## src/hdl/tstc_pkg.sv

```systemverilog
// Constants and types for the temperature-sense trim and excitation block.
// Assumes a 32-bit APB bus and word-aligned register slots.
package tstc_pkg;

    // Bus widths
    localparam int unsigned TSTC_ADDR_W = 32;
    localparam int unsigned TSTC_DATA_W = 32;
    localparam int unsigned TSTC_REG_W = 8;
    localparam int unsigned TSTC_NREG = 6;

    // Register indices as printed; byte address is four times the index
    localparam logic [15:0] TSTC_IDX_T1_TRIM_UPPER = 16'hfe7c;
    localparam logic [15:0] TSTC_IDX_T1_TRIM_LOWER = 16'hfe7d;
    localparam logic [15:0] TSTC_IDX_T2_TRIM_UPPER = 16'hfe7e;
    localparam logic [15:0] TSTC_IDX_T2_TRIM_LOWER = 16'hfe7f;
    localparam logic [15:0] TSTC_IDX_T1_EXC = 16'hfe80;
    localparam logic [15:0] TSTC_IDX_T2_EXC = 16'hfe81;

    localparam logic [31:0] TSTC_ADDR_T1_TRIM_UPPER =
        {14'h0000, TSTC_IDX_T1_TRIM_UPPER, 2'b00};
    localparam logic [31:0] TSTC_ADDR_T1_TRIM_LOWER =
        {14'h0000, TSTC_IDX_T1_TRIM_LOWER, 2'b00};
    localparam logic [31:0] TSTC_ADDR_T2_TRIM_UPPER =
        {14'h0000, TSTC_IDX_T2_TRIM_UPPER, 2'b00};
    localparam logic [31:0] TSTC_ADDR_T2_TRIM_LOWER =
        {14'h0000, TSTC_IDX_T2_TRIM_LOWER, 2'b00};
    localparam logic [31:0] TSTC_ADDR_T1_EXC = {14'h0000, TSTC_IDX_T1_EXC, 2'b00};
    localparam logic [31:0] TSTC_ADDR_T2_EXC = {14'h0000, TSTC_IDX_T2_EXC, 2'b00};

    // Slot numbers inside the register array
    localparam int unsigned TSTC_SLOT_T1_UPPER = 0;
    localparam int unsigned TSTC_SLOT_T1_LOWER = 1;
    localparam int unsigned TSTC_SLOT_T2_UPPER = 2;
    localparam int unsigned TSTC_SLOT_T2_LOWER = 3;
    localparam int unsigned TSTC_SLOT_T1_EXC = 4;
    localparam int unsigned TSTC_SLOT_T2_EXC = 5;

    // Field positions
    localparam int unsigned TSTC_TRIM_MSB_BIT = 0;
    localparam int unsigned TSTC_TRIM_SIGN_BIT = 1;
    localparam int unsigned TSTC_COARSE_HI = 7;
    localparam int unsigned TSTC_COARSE_LO = 6;
    localparam int unsigned TSTC_FINE_HI = 5;
    localparam int unsigned TSTC_FINE_LO = 0;

    // Reset values: zero trim, 10 uA coarse, zero fine
    localparam logic [7:0] TSTC_RST_TRIM = 8'h00;
    localparam logic [7:0] TSTC_RST_EXC = 8'h00;

    // Converter reading and trim widths
    localparam int unsigned TSTC_ADC_W = 12;
    localparam int unsigned TSTC_MAG_W = 9;
    localparam int unsigned TSTC_CODE_W = 9;
    localparam logic [TSTC_ADC_W-1:0] TSTC_ADC_MAX = 12'hfff;
    localparam logic [TSTC_ADC_W-1:0] TSTC_ADC_MIN = 12'h000;

    // Excitation steps: coarse 10 uA, fine 156.25 nA
    localparam int unsigned TSTC_COARSE_STEP_PA = 10000000;
    localparam int unsigned TSTC_FINE_STEP_PA = 156250;
    localparam logic [TSTC_CODE_W-1:0] TSTC_FINE_PER_COARSE =
        TSTC_CODE_W'(TSTC_COARSE_STEP_PA / TSTC_FINE_STEP_PA);

    typedef enum logic {
        TSTC_SIGN_POS = 1'b0,
        TSTC_SIGN_NEG = 1'b1
    } tstc_sign_t;

endpackage : tstc_pkg

```

## src/hdl/tstc_trim_if.sv

```systemverilog
// Carries one sense input's reading, trim setting and trimmed result.
// Assumes both ends run on the same pclk.
interface tstc_trim_if;
    import tstc_pkg::*;
    logic [TSTC_ADC_W-1:0] reading;
    logic reading_valid;
    logic [TSTC_MAG_W-1:0] magnitude;
    tstc_sign_t sign;
    logic [TSTC_ADC_W-1:0] trimmed;
    logic trimmed_valid;

    modport src (
        output reading,
        output reading_valid,
        output magnitude,
        output sign,
        input trimmed,
        input trimmed_valid
    );

    modport apply (
        input reading,
        input reading_valid,
        input magnitude,
        input sign,
        output trimmed,
        output trimmed_valid
    );
endinterface : tstc_trim_if

```

## src/hdl/tstc_trim_apply.sv

```systemverilog
// Applies a signed offset trim to one converter reading, saturating.
// Assumes reading and trim come from logic on pclk.
module tstc_trim_apply (
    input wire logic pclk,
    input wire logic presetn,
    tstc_trim_if.apply tif
);
    import tstc_pkg::*;

    logic [TSTC_ADC_W:0] sum;
    logic [TSTC_ADC_W-1:0] result;
    logic [TSTC_ADC_W-1:0] trimmed_reg;
    logic trimmed_valid_reg;

    always_comb begin
        sum = {1'b0, tif.reading} + {4'h0, tif.magnitude};
        result = tif.reading;
        if (tif.sign == TSTC_SIGN_POS) begin
            result = sum[TSTC_ADC_W] ? TSTC_ADC_MAX : sum[TSTC_ADC_W-1:0];
        end else if ({3'h0, tif.magnitude} > tif.reading) begin
            result = TSTC_ADC_MIN;
        end else begin
            result = tif.reading - {3'h0, tif.magnitude};
        end
    end

    always_ff @(posedge pclk or negedge presetn) begin
        if (!presetn) begin
            trimmed_reg <= TSTC_ADC_MIN;
        end else if (tif.reading_valid) begin
            trimmed_reg <= result;
        end
    end

    always_ff @(posedge pclk or negedge presetn) begin
        if (!presetn) begin
            trimmed_valid_reg <= 1'b0;
        end else begin
            trimmed_valid_reg <= tif.reading_valid;
        end
    end

    assign tif.trimmed = trimmed_reg;
    assign tif.trimmed_valid = trimmed_valid_reg;

endmodule : tstc_trim_apply

```

## src/hdl/tstc_top.sv

```systemverilog
// Trim and excitation settings for two temperature-sense inputs, APB slave.
// Assumes readings arrive from converter logic on pclk with a valid strobe.
//
// Overview of operation
// - Input 1 trim magnitude is upper bit 0 above lower eight bits.
// - Input 2 trim magnitude is upper bit 0 above lower eight bits.
// - Input 1 upper bit 1 picks trim sign: 0 positive, 1 negative.
// - Input 2 upper bit 1 picks trim sign: 1 negative, 0 positive.
// - Input 1 bits 7:6 pick 10, 20, 30 or 40 uA; default 10 uA.
// - Input 2 bits 7:6 pick 10 to 40 uA likewise; default 10 uA.
// - Input 1 bits 5:0 add 156.25 nA per step to its current.
// - Input 2 bits 5:0 add 156.25 nA per step independently.
module tstc_top (
    input wire logic pclk,
    input wire logic presetn,
    input wire logic psel,
    input wire logic penable,
    input wire logic pwrite,
    input wire logic [tstc_pkg::TSTC_ADDR_W-1:0] paddr,
    input wire logic [tstc_pkg::TSTC_DATA_W-1:0] pwdata,
    input wire logic [3:0] pstrb,
    output logic [tstc_pkg::TSTC_DATA_W-1:0] prdata,
    output logic pready,
    output logic pslverr,
    input wire logic [tstc_pkg::TSTC_ADC_W-1:0] temp_sense_input_1_reading,
    input wire logic temp_sense_input_1_reading_valid,
    input wire logic [tstc_pkg::TSTC_ADC_W-1:0] temp_sense_input_2_reading,
    input wire logic temp_sense_input_2_reading_valid,
    output logic [tstc_pkg::TSTC_ADC_W-1:0] temp_sense_input_1_trimmed,
    output logic temp_sense_input_1_trimmed_valid,
    output logic [tstc_pkg::TSTC_ADC_W-1:0] temp_sense_input_2_trimmed,
    output logic temp_sense_input_2_trimmed_valid,
    output logic [1:0] temp_sense_input_1_coarse,
    output logic [5:0] temp_sense_input_1_fine,
    output logic [tstc_pkg::TSTC_CODE_W-1:0] temp_sense_input_1_current,
    output logic [1:0] temp_sense_input_2_coarse,
    output logic [5:0] temp_sense_input_2_fine,
    output logic [tstc_pkg::TSTC_CODE_W-1:0] temp_sense_input_2_current
);
    import tstc_pkg::*;

    // One-hot slot select from a byte address
    function automatic logic [TSTC_NREG-1:0] tstc_decode(
        input logic [TSTC_ADDR_W-1:0] addr
    );
        logic [TSTC_NREG-1:0] sel;
        sel = '0;
        unique case (addr)
            TSTC_ADDR_T1_TRIM_UPPER: sel[TSTC_SLOT_T1_UPPER] = 1'b1;
            TSTC_ADDR_T1_TRIM_LOWER: sel[TSTC_SLOT_T1_LOWER] = 1'b1;
            TSTC_ADDR_T2_TRIM_UPPER: sel[TSTC_SLOT_T2_UPPER] = 1'b1;
            TSTC_ADDR_T2_TRIM_LOWER: sel[TSTC_SLOT_T2_LOWER] = 1'b1;
            TSTC_ADDR_T1_EXC: sel[TSTC_SLOT_T1_EXC] = 1'b1;
            TSTC_ADDR_T2_EXC: sel[TSTC_SLOT_T2_EXC] = 1'b1;
            default: sel = '0;
        endcase
        return sel;
    endfunction : tstc_decode

    // Total excitation in fine steps: (coarse + 1) * 64 + fine
    function automatic logic [TSTC_CODE_W-1:0] tstc_current_code(
        input logic [7:0] exc
    );
        logic [TSTC_CODE_W-1:0] coarse_part;
        coarse_part = {1'b0, exc[TSTC_COARSE_HI:TSTC_COARSE_LO], 6'h00};
        return coarse_part + TSTC_FINE_PER_COARSE
            + {3'h0, exc[TSTC_FINE_HI:TSTC_FINE_LO]};
    endfunction : tstc_current_code

    logic [TSTC_REG_W-1:0] cfg_reg [TSTC_NREG];
    logic [TSTC_DATA_W-1:0] prdata_reg;
    logic [TSTC_DATA_W-1:0] prdata_next;
    logic pready_reg;
    logic pslverr_reg;
    logic [TSTC_NREG-1:0] sel;
    logic access_wait;
    logic access_done;
    logic [1:0] coarse_1_reg;
    logic [5:0] fine_1_reg;
    logic [TSTC_CODE_W-1:0] current_1_reg;
    logic [1:0] coarse_2_reg;
    logic [5:0] fine_2_reg;
    logic [TSTC_CODE_W-1:0] current_2_reg;

    assign sel = tstc_decode(paddr);
    // First access cycle waits; the answer stands in the next one
    assign access_wait = psel && penable && !pready_reg;
    assign access_done = psel && penable && pready_reg;

    // Read data mux
    always_comb begin
        prdata_next = '0;
        for (int k = 0; k < TSTC_NREG; k++) begin
            if (sel[k]) begin
                prdata_next = {24'h000000, cfg_reg[k]};
            end
        end
    end

    // APB ready, one wait state
    always_ff @(posedge pclk or negedge presetn) begin
        if (!presetn) begin
            pready_reg <= 1'b0;
        end else begin
            pready_reg <= access_wait;
        end
    end

    // APB read data and error
    always_ff @(posedge pclk or negedge presetn) begin
        if (!presetn) begin
            prdata_reg <= '0;
            pslverr_reg <= 1'b0;
        end else if (access_wait) begin
            prdata_reg <= pwrite ? '0 : prdata_next;
            pslverr_reg <= (sel == '0);
        end else begin
            pslverr_reg <= 1'b0;
        end
    end

    // all eight bits stored, reserved ones included
    always_ff @(posedge pclk or negedge presetn) begin
        if (!presetn) begin
            for (int k = 0; k < TSTC_NREG; k++) begin
                cfg_reg[k] <= (k >= TSTC_SLOT_T1_EXC) ? TSTC_RST_EXC
                                                      : TSTC_RST_TRIM;
            end
        end else if (access_done && pwrite && pstrb[0]) begin
            for (int k = 0; k < TSTC_NREG; k++) begin
                if (sel[k]) begin
                    cfg_reg[k] <= pwdata[7:0];
                end
            end
        end
    end

    // Trim paths for both sense inputs
    tstc_trim_if trim_if [2] ();

    assign trim_if[0].magnitude = {
        cfg_reg[TSTC_SLOT_T1_UPPER][TSTC_TRIM_MSB_BIT],
        cfg_reg[TSTC_SLOT_T1_LOWER]
    };
    assign trim_if[0].sign =
        tstc_sign_t'(cfg_reg[TSTC_SLOT_T1_UPPER][TSTC_TRIM_SIGN_BIT]);
    assign trim_if[0].reading = temp_sense_input_1_reading;
    assign trim_if[0].reading_valid = temp_sense_input_1_reading_valid;

    assign trim_if[1].magnitude = {
        cfg_reg[TSTC_SLOT_T2_UPPER][TSTC_TRIM_MSB_BIT],
        cfg_reg[TSTC_SLOT_T2_LOWER]
    };
    assign trim_if[1].sign =
        tstc_sign_t'(cfg_reg[TSTC_SLOT_T2_UPPER][TSTC_TRIM_SIGN_BIT]);
    assign trim_if[1].reading = temp_sense_input_2_reading;
    assign trim_if[1].reading_valid = temp_sense_input_2_reading_valid;

    for (genvar g = 0; g < 2; g++) begin : g_trim
        tstc_trim_apply u_apply (
            .pclk(pclk),
            .presetn(presetn),
            .tif(trim_if[g])
        );
    end

    always_ff @(posedge pclk or negedge presetn) begin
        if (!presetn) begin
            coarse_1_reg <= TSTC_RST_EXC[TSTC_COARSE_HI:TSTC_COARSE_LO];
        end else begin
            coarse_1_reg <=
                cfg_reg[TSTC_SLOT_T1_EXC][TSTC_COARSE_HI:TSTC_COARSE_LO];
        end
    end

    // input 1 fine adjust and total
    always_ff @(posedge pclk or negedge presetn) begin
        if (!presetn) begin
            fine_1_reg <= TSTC_RST_EXC[TSTC_FINE_HI:TSTC_FINE_LO];
            current_1_reg <= tstc_current_code(TSTC_RST_EXC);
        end else begin
            fine_1_reg <= cfg_reg[TSTC_SLOT_T1_EXC][TSTC_FINE_HI:TSTC_FINE_LO];
            current_1_reg <= tstc_current_code(cfg_reg[TSTC_SLOT_T1_EXC]);
        end
    end

    always_ff @(posedge pclk or negedge presetn) begin
        if (!presetn) begin
            coarse_2_reg <= TSTC_RST_EXC[TSTC_COARSE_HI:TSTC_COARSE_LO];
        end else begin
            coarse_2_reg <=
                cfg_reg[TSTC_SLOT_T2_EXC][TSTC_COARSE_HI:TSTC_COARSE_LO];
        end
    end

    // input 2 fine adjust and total
    always_ff @(posedge pclk or negedge presetn) begin
        if (!presetn) begin
            fine_2_reg <= TSTC_RST_EXC[TSTC_FINE_HI:TSTC_FINE_LO];
            current_2_reg <= tstc_current_code(TSTC_RST_EXC);
        end else begin
            fine_2_reg <= cfg_reg[TSTC_SLOT_T2_EXC][TSTC_FINE_HI:TSTC_FINE_LO];
            current_2_reg <= tstc_current_code(cfg_reg[TSTC_SLOT_T2_EXC]);
        end
    end

    // Outputs
    assign prdata = prdata_reg;
    assign pready = pready_reg;
    assign pslverr = pslverr_reg;
    assign temp_sense_input_1_trimmed = trim_if[0].trimmed;
    assign temp_sense_input_1_trimmed_valid = trim_if[0].trimmed_valid;
    assign temp_sense_input_2_trimmed = trim_if[1].trimmed;
    assign temp_sense_input_2_trimmed_valid = trim_if[1].trimmed_valid;
    assign temp_sense_input_1_coarse = coarse_1_reg;
    assign temp_sense_input_1_fine = fine_1_reg;
    assign temp_sense_input_1_current = current_1_reg;
    assign temp_sense_input_2_coarse = coarse_2_reg;
    assign temp_sense_input_2_fine = fine_2_reg;
    assign temp_sense_input_2_current = current_2_reg;

endmodule : tstc_top

```

## config.mk

```make
export PLATFORM = sky130hd
export DESIGN_NAME = tstc_top
export DESIGN_NICKNAME = d
export VERILOG_FILES = /design/src/hdl/tstc_pkg.sv /design/src/hdl/tstc_trim_if.sv /design/src/hdl/tstc_trim_apply.sv /design/src/hdl/tstc_top.sv
export SDC_FILE = /design/constraint.sdc
export NUM_CORES = 1
export LEC_CHECK = 0
export BUFFER_PORTS_ARGS = -buffer_cell sky130_fd_sc_hd__buf_2
export CELL_PAD_IN_SITES_DETAIL_PLACEMENT = 0
export CELL_PAD_IN_SITES_GLOBAL_PLACEMENT = 1
export CORE_ASPECT_RATIO = 1.75
export CORE_MARGIN = 10
export CORE_UTILIZATION = 36
export DETAILED_ROUTE_END_ITERATION = 7
export PLACE_DENSITY = 0.79
export RECOVER_POWER = 100
export SETUP_SLACK_MARGIN = 0.02
export SLEW_MARGIN = 20
export SYNTH_ARGS = -nofsm -noshare
export SYNTH_HDL_FRONTEND = slang
export SYNTH_SLANG_ARGS = --single-unit
```

## constraint.sdc

```tcl
create_clock -name pclk -period 2.6 [get_ports pclk]
set_input_delay 0.52 -clock pclk [delete_from_list [all_inputs] [get_ports pclk]]
set_output_delay 0.52 -clock pclk [all_outputs]
set_load 0.01 [all_outputs]
```

==> results of run 1 <==
==> power by group <==
part | internal [mW] | switching (mW) | total (mW)
logic | 0.223 | 0.339 | 0.563
clock network | 0.884 | 0.673 | 1.56
registers | 1.68 | 0.0186 | 1.70
==> cell usage after synthesis (8+ instances only) <==
cell / count
dfrtp_1: 104
mux2_2: 49
nor2_1: 42
a21oi_1: 41
inv_1: 39
ha_1: 38
buf_4: 36
nand2_1: 31
clkbuf_1: 28
nor3_1: 23
o21ai_0: 18
xnor2_1: 14
nand2b_1: 13
nand3_1: 13
o22ai_1: 12
nor2b_1: 11
nor4_1: 11
mux2i_1: 10
a31oi_1: 9
o21bai_1: 9
o221ai_1: 9
a211oi_1: 8
o211ai_1: 8
==> what timing repair did <==
| item | CTS | global route |
|---|---|---|
| pin swaps | 4 | 9 |
| cloned | 0 | 0 |
| resized for setup | 10 | 11 |
| endpoints found under the setup margin | 11 | 19 |
==> worst min-delay path by stage <==
stage / endpoint / slack, ns / depth (start not counted) / start
3_5_place_dp: temp_sense_input_2_current[0] / 0.39 / 0 / cfg_reg[0]
5_1_grt: temp_sense_input_2_current[4] / 0.42 / 0 / cfg_reg[4]
2_1_floorplan: cfg_reg[0] / 0.22 / 0 / presetn
4_1_cts: cfg_reg[7] / 0.19 / 1 / presetn
6_report: temp_sense_input_1_current[5] / 0.38 / 1 / presetn
3_3_place_gp: temp_sense_input_2_current[0] / 0.38 / 0 / cfg_reg[0]
==> kinds of logic after synthesis <==
family	after synthesis	synth area share
AO/OA/AOI/OAI	184	0.190
buffers and inverters	105	0.0761
AND/OR/NAND/NOR	194	0.157
other	1	0.000538
XOR/XNOR	18	0.0226
adder cells (fa/ha/maj)	42	0.0797
flip-flops	106	0.381
multiplexers	59	0.0936
==> metal layers <==
metal / track usage / vias up / wire, µm
li1: - / 2979 / -
met1: 0.154 / 3029 / 7540
met2: 0.351 / 182 / 13000
met3: 0.0288 / 62 / 928
met4: 0.114 / 0 / 1400
met5: 0 / - / 0
==> worst max-delay path, delay by kind of cell, from the launching register on <==
family / cells / cell delay [ns]
simple gates: 2 / 0.45
buf+inv: 2 / 0.18
flops: 1 / 0.48
fa+ha+maj: 2 / 0.49
compound gates: 4 / 0.79
==> final cells by class <==
cell class              instances  area (µm²)
clock buffers                  10         239
inverters                      40         150
fillers                      1904       10400
clock inverters                 6        96.3
repair buffers                239        1330
multi-input cells             521        3940
flip-flops and latches        106        2660
diodes                          1        2.50
well taps                     241         302
==> stage by stage <==
stage / util / cells / power (mW) / TNS (ns) / instance area (µm²)
after floorplan: - / 732 / 2.04 / 0 / 7060
after global placement: 0.444 / 1147 / 2.30 / -3.27 / 8480
after detailed placement: 0.444 / 1147 / 2.31 / -3.65 / 8480
after CTS: 0.464 / 1163 / 3.86 / 0 / 8870
after global routing: 0.456 / 1164 / 3.96 / 0 / 8720
final: 0.456 / 1164 / 3.82 / 0 / 8720
==> reports/summary.txt, run 1 <==
area delta synth->final: 25.1%
CP max stage cell: dfrtp_2
clock slew at reported path FFs: 0.08 ns
proportion of netlist area held by the largest area contributor: 0.373
CP peak stage delay: 0.48 ns
H-tree Lvls: 3
routed vias/inst: 5.37
first-pass GRT wire length: 35600 µm
NumNets Final: 1058
root buffer cell: clkbuf_16
highest clock rate: 401 MHz
post-synth top area cell: dfrtp_1
post-CTS setup buffers: 0
TritonCTS clock tree: done
outcome: complete, no violations
dpl hpwl: 18800 µm
Static Leak: 4.02 nW
Crit. Startpoint: cfg_reg[16]
synthesized flop and latch total: 106
fin crit share: 0.960
crit start category: flop
clk sink count: 106
DR iter-0 viols: 393
Min Clock Period, post-route: 2.50 ns
R2R Setup Slk: 0.10 ns
Required @ worst endpoint: 2.86 ns
reg2reg start: cfg_reg[16]
relative slew slack: 0.238
pwr dens: 438 nW/µm²
Worst-Margin Slew: 1.14 ns
fin. max-slew vios: 0
sequential area share after synthesis: 0.381
CP Cell Sequence: ha_4, inv_1, fa_2, a21o_1, a31o_4, buf_4, a2111oi_4, or4b_4, a21oi_1, nor4_1
Arr. time, crit path: 2.76 ns
drt drc: 0
Vias: 6252
Fin. Hold Viols: 0
synth unique cells: 75
largest net degree at the start of global routing: 46
CP max FO: 3
hold_ws: 0.382 ns
Starting Density: 0.365
CTS Hold Bufs: 0
worst-case reg-to-reg path depth: 10
CP endpoint kind: flop
die area: 25500 µm²
commonest non-fill, non-tap cell in the layout: dfrtp_1
Post-Syn Area: 6970 µm²
final setup vio count: 0
Final Worst Setup Slack: 0.104 ns
TritonCTS buffer count: 9
Vert. Die Dim: 204 µm
share of cells above drive strength 1: 0.282
asr flop ratio synth: 1.00
vias in the first global route: 6749
maxcap violations: 0
Port Buffers: 141
commonest non-fill, non-tap cells in the layout: dfrtp_1, buf_4, clkbuf_1
Clk Latency, worst-skew pair: 0.36 ns
ranking of synthesized cells by area: dfrtp_1, mux2_2, ha_1, buf_4, a21oi_1
WL/cell: 19.7 µm
CP Class: flop to flop
CORE AREA: 19100 µm²
Longest Clk Path Bufs: 2
RePlAce Congestion: 0.948
Crit Reg-Reg Endpoint: g_trim[1].u_apply.tif.trimmed[10]
Overflow after GRT: 0
initial antenna violation count: 1
number of synthesized flops with an enable pin: 0
Cells after Synth: 709
Pre-Repair DR Iteration Count: 4
Cell Rows: 67
final WL: 22900 µm
Die W: 125 µm
RSZ-0062 raised after global routing: yes
IO Pins: 193
HP Class: primary input to asynchronous set/reset pin
max FFs per register: 48
Synth warnings: 0
top_reg_cell synth: dfrtp_1
setup slack after placement: -0.270 ns
Peak VDD IR: 257 µV
worst setup path endpoint: g_trim[1].u_apply.tif.trimmed[10]
average size of a mapped cell: 9.83 µm²
Clock Skew: 0.0100 ns
GRT Util Overall: 0.175
Final ANT Viol Nets: 0
No activity file was read; power rests on OpenSTA's default activity.
==> inputs of run 2 (changes only) <==
--- a/config.mk
+++ b/config.mk
@@ -14,6 +14,7 @@
 export DETAILED_ROUTE_END_ITERATION = 7
 export PLACE_DENSITY = 0.79
 export RECOVER_POWER = 100
+export REMOVE_ABC_BUFFERS = 1
 export SETUP_SLACK_MARGIN = 0.02
 export SLEW_MARGIN = 20
 export SYNTH_ARGS = -nofsm -noshare
==> constraint.sdc (replaced) <==
create_clock -name pclk -period 2.6 [get_ports pclk]
set_input_delay 0.26 -clock pclk [delete_from_list [all_inputs] [get_ports pclk]]
set_output_delay 0.26 -clock pclk [all_outputs]
set_load 0.01 [all_outputs]
==> run 2 against run 1 <==
Global-route usage is 1.3 points lower. Die area stayed put. Clock skew barely moved. Highest routed layer unchanged. Critical endpoint unchanged. Largest cell class unchanged.
==> reports/summary.txt, run 2 (synthesis gave the netlist of run 1 again) <==
H-tree Lvls: 3 (unchanged)
Vias: 6065 (was 6252)
NumNets Final: 1022 (was 1058)
vias in the first global route: 6430 (was 6749)
highest clock rate: 402 MHz (was 401 MHz)
Logic pwr share: 0.149 (was 0.147)
Min Clock Period, post-route: 2.49 ns (was 2.50 ns)
Die W: 125 µm (unchanged)
Switching Power: 1.01 mW (was 1.03 mW)
DR iter-0 viols: 243 (was 393)
pwr dens: 432 nW/µm² (was 438 nW/µm²)
Clock Skew: 0.00967 ns (was 0.0100 ns)
Peak VDD IR: 325 µV (was 257 µV)
die area: 25500 µm² (unchanged)
GRT Util Overall: 0.162 (was 0.175)
Port Buffers: 141 (unchanged)
clock slew at reported path FFs: 0.08 ns (about the same)
Clock power frac: 0.378 (was 0.407)
Arr. time, crit path: 2.75 ns (was 2.76 ns)
switching part of the total: 0.281 (was 0.270)
Required @ worst endpoint: 2.86 ns (about the same)
Pre-Repair DR Iteration Count: 5 (was 4)
Starting Density: 0.365 (unchanged)
Cell Rows: 67 (unchanged)
share of cells above drive strength 1: 0.240 (was 0.282)
Overflow after GRT: 0 (unchanged)
fin crit share: 0.957 (was 0.960)
Worst-Margin Slew: 1.17 ns (was 1.14 ns)
CP endpoint kind: flop (unchanged)
Longest Clk Path Bufs: 2 (unchanged)
WL/cell: 18.8 µm (was 19.7 µm)
CP Class: flop to flop (unchanged)
Vert. Die Dim: 204 µm (unchanged)
filler instances: 1978 (was 1904)
Final ANT Viol Nets: 0 (unchanged)
TritonCTS clock tree: done (unchanged)
drt drc: 0 (unchanged)
TritonCTS buffer count: 9 (unchanged)
CORE AREA: 19100 µm² (unchanged)
internal power: 2.58 mW (was 2.79 mW)
commonest non-fill, non-tap cell in the layout: dfrtp_1 (unchanged)
area delta synth->final: 19.6% (was 25.1%)
CP max FO: 3 (unchanged)
commonest non-fill, non-tap cells in the layout: dfrtp_1, clkbuf_1, buf_2 (was dfrtp_1, buf_4, clkbuf_1)
fin. max-slew vios: 0 (unchanged)
setup slack after placement: -0.0375 ns (was -0.270 ns)
largest net degree at the start of global routing: 47 (was 46)
Static Leak: 3.79 nW (was 4.02 nW)
outcome: complete, no violations (unchanged)
routed vias/inst: 5.38 (was 5.37)
Clk Latency, worst-skew pair: 0.35 ns (was 0.36 ns)
IO Pins: 193 (unchanged)
final WL: 21200 µm (was 22900 µm)
RSZ-0062 raised after global routing: yes (unchanged)
dpl hpwl: 17400 µm (was 18800 µm)
antenna diode count: 0 (was 1)
clk sink count: 106 (unchanged)
relative slew slack: 0.219 (was 0.238)
max FFs per register: 48 (unchanged)
first-pass GRT wire length: 33700 µm (was 35600 µm)
RePlAce Congestion: 0.937 (was 0.948)
root buffer cell: clkbuf_16 (unchanged)
crit start category: flop (unchanged)
HP Class: primary input to flop (was primary input to asynchronous set/reset pin)
initial antenna violation count: 0 (was 1)
Final Util: 0.436 (was 0.456)
final setup vio count: 0 (unchanged)
Final Worst Setup Slack: 0.111 ns (was 0.104 ns)
maxcap violations: 0 (unchanged)
Fin. Hold Viols: 0 (unchanged)
sequential share of power: 0.473 (was 0.445)
## run 2: cell count changes in the layout (fill, tap and decap cells not counted), moves of 3 or more
cell	previous run	this run
buf_4	85	50
a221oi_1	4	1
a221oi_2	0	3
clkbuf_2	9	6
## run 2: path summary, 6_finish.rpt
kind                       slack (ns)                                  end  cells after the start                              from
setup / recovery                 0.11    g_trim[1].u_apply.tif.trimmed[10]                     10                       cfg_reg[16]
hold / removal                   0.19  g_trim[0].u_apply.tif.trimmed_valid                      1  temp_sense_input_1_reading_valid
setup reg to reg                 0.11    g_trim[1].u_apply.tif.trimmed[10]                     10                       cfg_reg[16]
hold reg to reg                  0.40        temp_sense_input_1_current[2]                      0                       cfg_reg[10]
max in group asynchronous        0.83     g_trim[1].u_apply.tif.trimmed[9]                      3                           presetn
min in group asynchronous        0.67     g_trim[0].u_apply.tif.trimmed[3]                      2                           presetn
## run 2: worst max-delay path, stage by stage, from the launching register on
cell and delay, ns:
dfrtp_1 0.38, ha_1 0.18, inv_1 0.06, fa_2 0.34, a21o_1 0.23, a31o_2 0.27, buf_6 0.13, a2111oi_4 0.32
or4b_4 0.19, a21oi_2 0.05, nor4_1 0.24
## run 2: timing repair
item / in CTS / in global routing
hold buffers: 1 / 0
buffers inserted: 0 / 1
pin swaps: 1 / 6
gates resized for setup: 4 / 15
hold endpoints to repair: 43 / 0
setup endpoints to repair: 2 / 18
## run 2: area by class of cell
class                           count  area [µm²]  share of cell area
Sequential cell                   106        2660               0.319
Clock buffer                       11         243              0.0291
Multi-Input combinational cell    521        3860               0.463
Tap cell                          241         302              0.0362
Timing Repair Buffer              203        1080               0.130
Clock inverter                      5        45.0             0.00541
Inverter                           40         150              0.0180
## run 2: through the flow
stage               setup TNS, ns  instance area (µm²)  hold slack, ns  power [mW]  instances
finish                          0                 8330           0.187        3.60       1127
detailed placement        -0.0472                 8150           0.312        2.28       1109
CTS                             0                 8460           0.105        3.66       1126
floorplan                       0                 6670         -0.0356        2.00        667
global placement          -0.0304                 8150           0.307        2.27       1109
global route                    0                 8330           0.204        3.77       1127
## run 2: routing by layer
layer  vias up  routed length [µm]  global-route usage
met5         -                   0                   0
met4         0                 681              0.0669
met3        37                 885              0.0283
met2       158               11800               0.314
met1      2961                7890               0.165
li1       2909                   -                   -
## run 2: power groups by stage
stage / logic, mW / registers, mW / clock network, mW
after floorplan: 0.242 / 1.75 / 0
after global placement: 0.540 / 1.73 / 0
after detailed placement: 0.546 / 1.74 / 0
after CTS: 0.552 / 1.70 / 1.40
after global routing: 0.595 / 1.71 / 1.46
final: 0.537 / 1.70 / 1.36
==> inputs of run 3 (changes only) <==
--- a/config.mk
+++ b/config.mk
@@ -5,13 +5,15 @@
 export SDC_FILE = /design/constraint.sdc
 export NUM_CORES = 1
 export LEC_CHECK = 0
+export ABC_AREA = 1
 export BUFFER_PORTS_ARGS = -buffer_cell sky130_fd_sc_hd__buf_2
 export CELL_PAD_IN_SITES_DETAIL_PLACEMENT = 0
 export CELL_PAD_IN_SITES_GLOBAL_PLACEMENT = 1
 export CORE_ASPECT_RATIO = 1.75
 export CORE_MARGIN = 10
-export CORE_UTILIZATION = 36
+export CORE_UTILIZATION = 34
 export DETAILED_ROUTE_END_ITERATION = 7
+export GPL_TIMING_DRIVEN = 0
 export PLACE_DENSITY = 0.79
 export RECOVER_POWER = 100
 export REMOVE_ABC_BUFFERS = 1
==> run 3 against run 2 <==
The run now ends with max-capacitance violations, max-slew violations left. Clock-buffer cell count fell by 1. Via count rose by 3.3%. Worst hold slack lost 0.0079 ns. Sequential share of layout area grew 1.4 points. Largest power group unchanged.
==> reports/summary.txt, run 3 <==
outcome: finished, violations left (was complete, no violations)
failing checks: max-capacitance violations, max-slew violations
number of synthesized flops with an enable pin: 0 (unchanged)
top_reg_cell synth: dfrtp_1 (unchanged)
TritonCTS clock tree: done (unchanged)
clock slew at reported path FFs: 0.07 ns (was 0.08 ns)
vias in the first global route: 6494 (was 6430)
hold_ws: 0.179 ns (was 0.187 ns)
Cells after Synth: 930 (was 709)
area delta synth->final: 14.7% (was 19.6%)
routed vias/inst: 4.79 (was 5.38)
CP max stage cell: fa_1 (was dfrtp_1)
Worst-Margin Slew: 1.60 ns (was 1.17 ns)
Vert. Die Dim: 209 µm (was 204 µm)
average size of a mapped cell: 7.48 µm² (was 9.83 µm²)
setup slack after placement: -0.150 ns (was -0.0375 ns)
multi-input combinational cell area: 3620 µm² (was 3860 µm²)
WL/cell: 15.9 µm (was 18.8 µm)
# placed instances: 1287 (was 1109)
asr flop ratio synth: 1.00 (unchanged)
largest net degree at the start of global routing: 81 (was 47)
root buffer cell: clkbuf_16 (unchanged)
CP Cell Sequence: ha_1, fa_1, nand3_1, nand2_2, nand2_2, nand2_2, nand2_4, nand2_4, a21oi_4, a21boi_0, a21oi_1 (was ha_1, inv_1, fa_2, a21o_1, a31o_2, buf_6, a2111oi_4, or4b_4, a21oi_2, nor4_1)
RePlAce Congestion: 0.841 (was 0.937)
fin cells: 1307 (was 1127)
initial antenna violation count: 2 (was 0)
drt drc: 0 (unchanged)
CP Class: flop to flop (unchanged)
top cells by instance count after synthesis: nand2_1, dfrtp_1, nor2_1, inv_1, nand3_1 (was dfrtp_1, mux2_2, nor2_1, a21oi_1, inv_1)
Peak VDD IR: 288 µV (was 325 µV)
RSZ-0062 raised after global routing: no (was yes)
Arr. time, crit path: 2.64 ns (was 2.75 ns)
CP endpoint kind: flop (unchanged)
highest clock rate: 417 MHz (was 402 MHz)
relative slew slack: -0.0666 (was 0.219)
synth unique cells: 47 (was 75)
buffers plus inverters on the worst setup path: 0 (was 2)
IO Pins: 193 (unchanged)
CP max FO: 9 (was 3)
final setup vio count: 0 (unchanged)
fin crit share: 0.922 (was 0.957)
post-synth top area cell: dfrtp_1 (unchanged)
CP peak stage delay: 0.43 ns (was 0.38 ns)
crit start category: flop (unchanged)
Port Buffers: 141 (unchanged)
maxcap violations: 1 (was 0)
Final ANT Viol Nets: 0 (unchanged)
max layer used: met4 (unchanged)
Clock Skew: 0.0115 ns (was 0.00967 ns)
Post-Syn Area: 6950 µm² (was 6970 µm²)
commonest non-fill, non-tap cell in the layout: nand2_1 (was dfrtp_1)
register area: 2660 µm² (about the same)
Min Clock Period, post-route: 2.40 ns (was 2.49 ns)
met1 WL: 7750 µm (was 7890 µm)
first-pass GRT wire length: 32900 µm (was 33700 µm)
H-tree Lvls: 3 (unchanged)
fin. max-slew vios: 27 (was 0)
CORE AREA: 20200 µm² (was 19100 µm²)
Final Worst Setup Slack: 0.204 ns (was 0.111 ns)
HP Class: primary input to flop (unchanged)
cell mode on critical path: nand2_2
Starting Density: 0.344 (was 0.365)
Required @ worst endpoint: 2.84 ns (was 2.86 ns)
Static Leak: 3.89 nW (was 3.79 nW)
Overflow after GRT: 0 (unchanged)
Fin. Hold Viols: 0 (unchanged)
max FFs per register: 48 (unchanged)
Clk Latency, worst-skew pair: 0.36 ns (was 0.35 ns)
Die W: 128 µm (was 125 µm)
met3 WL: 888 µm (was 885 µm)
synthesized flop and latch total: 106 (unchanged)
clk sink count: 106 (unchanged)
Cell Rows: 69 (was 67)
TritonCTS buffer count: 9 (unchanged)
share of cells above drive strength 1: 0.121 (was 0.240)
dpl hpwl: 17200 µm (was 17400 µm)
most common cell in the netlist: nand2_1 (was dfrtp_1)
sequential area share after synthesis: 0.382 (was 0.381)
pwr dens: 460 nW/µm² (was 432 nW/µm²)
commonest non-fill, non-tap cells in the layout: nand2_1, dfrtp_1, nor2_1 (was dfrtp_1, clkbuf_1, buf_2)
DR iter-0 viols: 259 (was 243)
final WL: 20800 µm (was 21200 µm)
ranking of synthesized cells by area: dfrtp_1, nand2_1, ha_1, nand3_1, nor2_1 (was dfrtp_1, mux2_2, ha_1, buf_4, a21oi_1)
die area: 26800 µm² (was 25500 µm²)
wire length on met2: 11500 µm (was 11800 µm)
Pre-Repair DR Iteration Count: 6 (was 5)
Longest Clk Path Bufs: 2 (unchanged)
Final Util: 0.395 (was 0.436)
delay-heaviest family, CP: adder cells (was compound AO/OA/AOI/OAI gates)
NumNets Final: 1193 (was 1022)
filler instances: 2215 (was 1978)
Synth warnings: 0 (unchanged)
proportion of netlist area held by the largest area contributor: 0.374 (was 0.373)
Vias: 6265 (was 6065)
GRT Util Overall: 0.154 (was 0.162)
==> run 3: cell count changes in the layout (fill, tap and decap cells not counted), moves of 12 or more <==
cell / delta
nand4_1: +14
nand2_1: +187
xnor2_1: -13
mux2_2: -48
inv_1: +50
nor2_1: +49
o21ai_0: +57
inv_2: +14
nor3_1: -12
nand3_1: +68
nand2b_1: -13
buf_4: -50
==> run 3: metrics by stage <==
step	setup TNS (ns)	area (µm²)	power [mW]
finish	0	7980	3.67
global route	0	7980	3.84
CTS	0	8050	3.72
detailed placement	-0.721	7720	2.21
global placement	-0.322	7680	2.20
floorplan	0	6670	1.99
==> run 3: area by class of cell <==
class	instances	area share
Antenna cell	2	0.000628
Clock buffer	10	0.0287
Clock inverter	6	0.0113
Inverter	104	0.0493
Multi-Input combinational cell	687	0.454
Sequential cell	106	0.333
Tap cell	248	0.0389
Timing Repair Buffer	144	0.0841
==> run 3: worst reg2reg max path, stage by stage (launching register included) <==
cell and delay (ns):
dfrtp_1 0.42, ha_1 0.27, fa_1 0.43, nand3_1 0.13, nand2_2 0.09, nand2_2 0.09
nand2_2 0.06, nand2_4 0.08, nand2_4 0.07, a21oi_4 0.29, a21boi_0 0.27, a21oi_1 0.09
==> run 3: path summary, 6_finish.rpt <==
kind                              from                                   to  slack, ns  cells after the start
max reg2reg                cfg_reg[32]     g_trim[0].u_apply.tif.trimmed[6]       0.20                     11
max                        cfg_reg[32]     g_trim[0].u_apply.tif.trimmed[6]       0.20                     11
max in group asynchronous      presetn                          cfg_reg[16]       0.68                      3
min                            penable                               pready       0.18                      3
min reg2reg                 cfg_reg[4]        temp_sense_input_2_current[4]       0.41                      0
min in group asynchronous      presetn  g_trim[0].u_apply.tif.trimmed_valid       0.83                      2
==> run 3: cell families (layout without fill, tap and decap cells) <==
logic type	after synthesis	after routing	share of synthesized area
AO/OA/AOI/OAI	152	152	0.123
adder cells (fa/ha/maj)	42	42	0.0799
buffers and inverters	160	264	0.110
flip-flops	106	106	0.382
AND/OR/NAND/NOR	457	457	0.289
other	1	26	0.000539
XOR/XNOR	12	12	0.0151
==> run 3: where the power goes <==
part           leakage (nW)  internal [mW]  switching (mW)
Clock                 0.153          0.851           0.652
Combinational          2.33          0.154           0.307
Sequential             1.40           1.68          0.0191
==> run 3: layer usage <==
metal	vias to the layer above	track usage
met3	32	0.0297
met1	2845	0.153
met2	152	0.293
met5	-	0
met4	0	0.0725
li1	3236	-
==> run 3: timing repair <==
| item | in CTS | in global routing |
|---|---|---|
| endpoints found under the setup margin | 11 | 17 |
| pin swaps | 0 | 1 |
| buffers inserted | 0 | 1 |
| resized for setup | 1 | 4 |
| hold endpoints to repair | 26 | 0 |
| hold buffers | 1 | 0 |
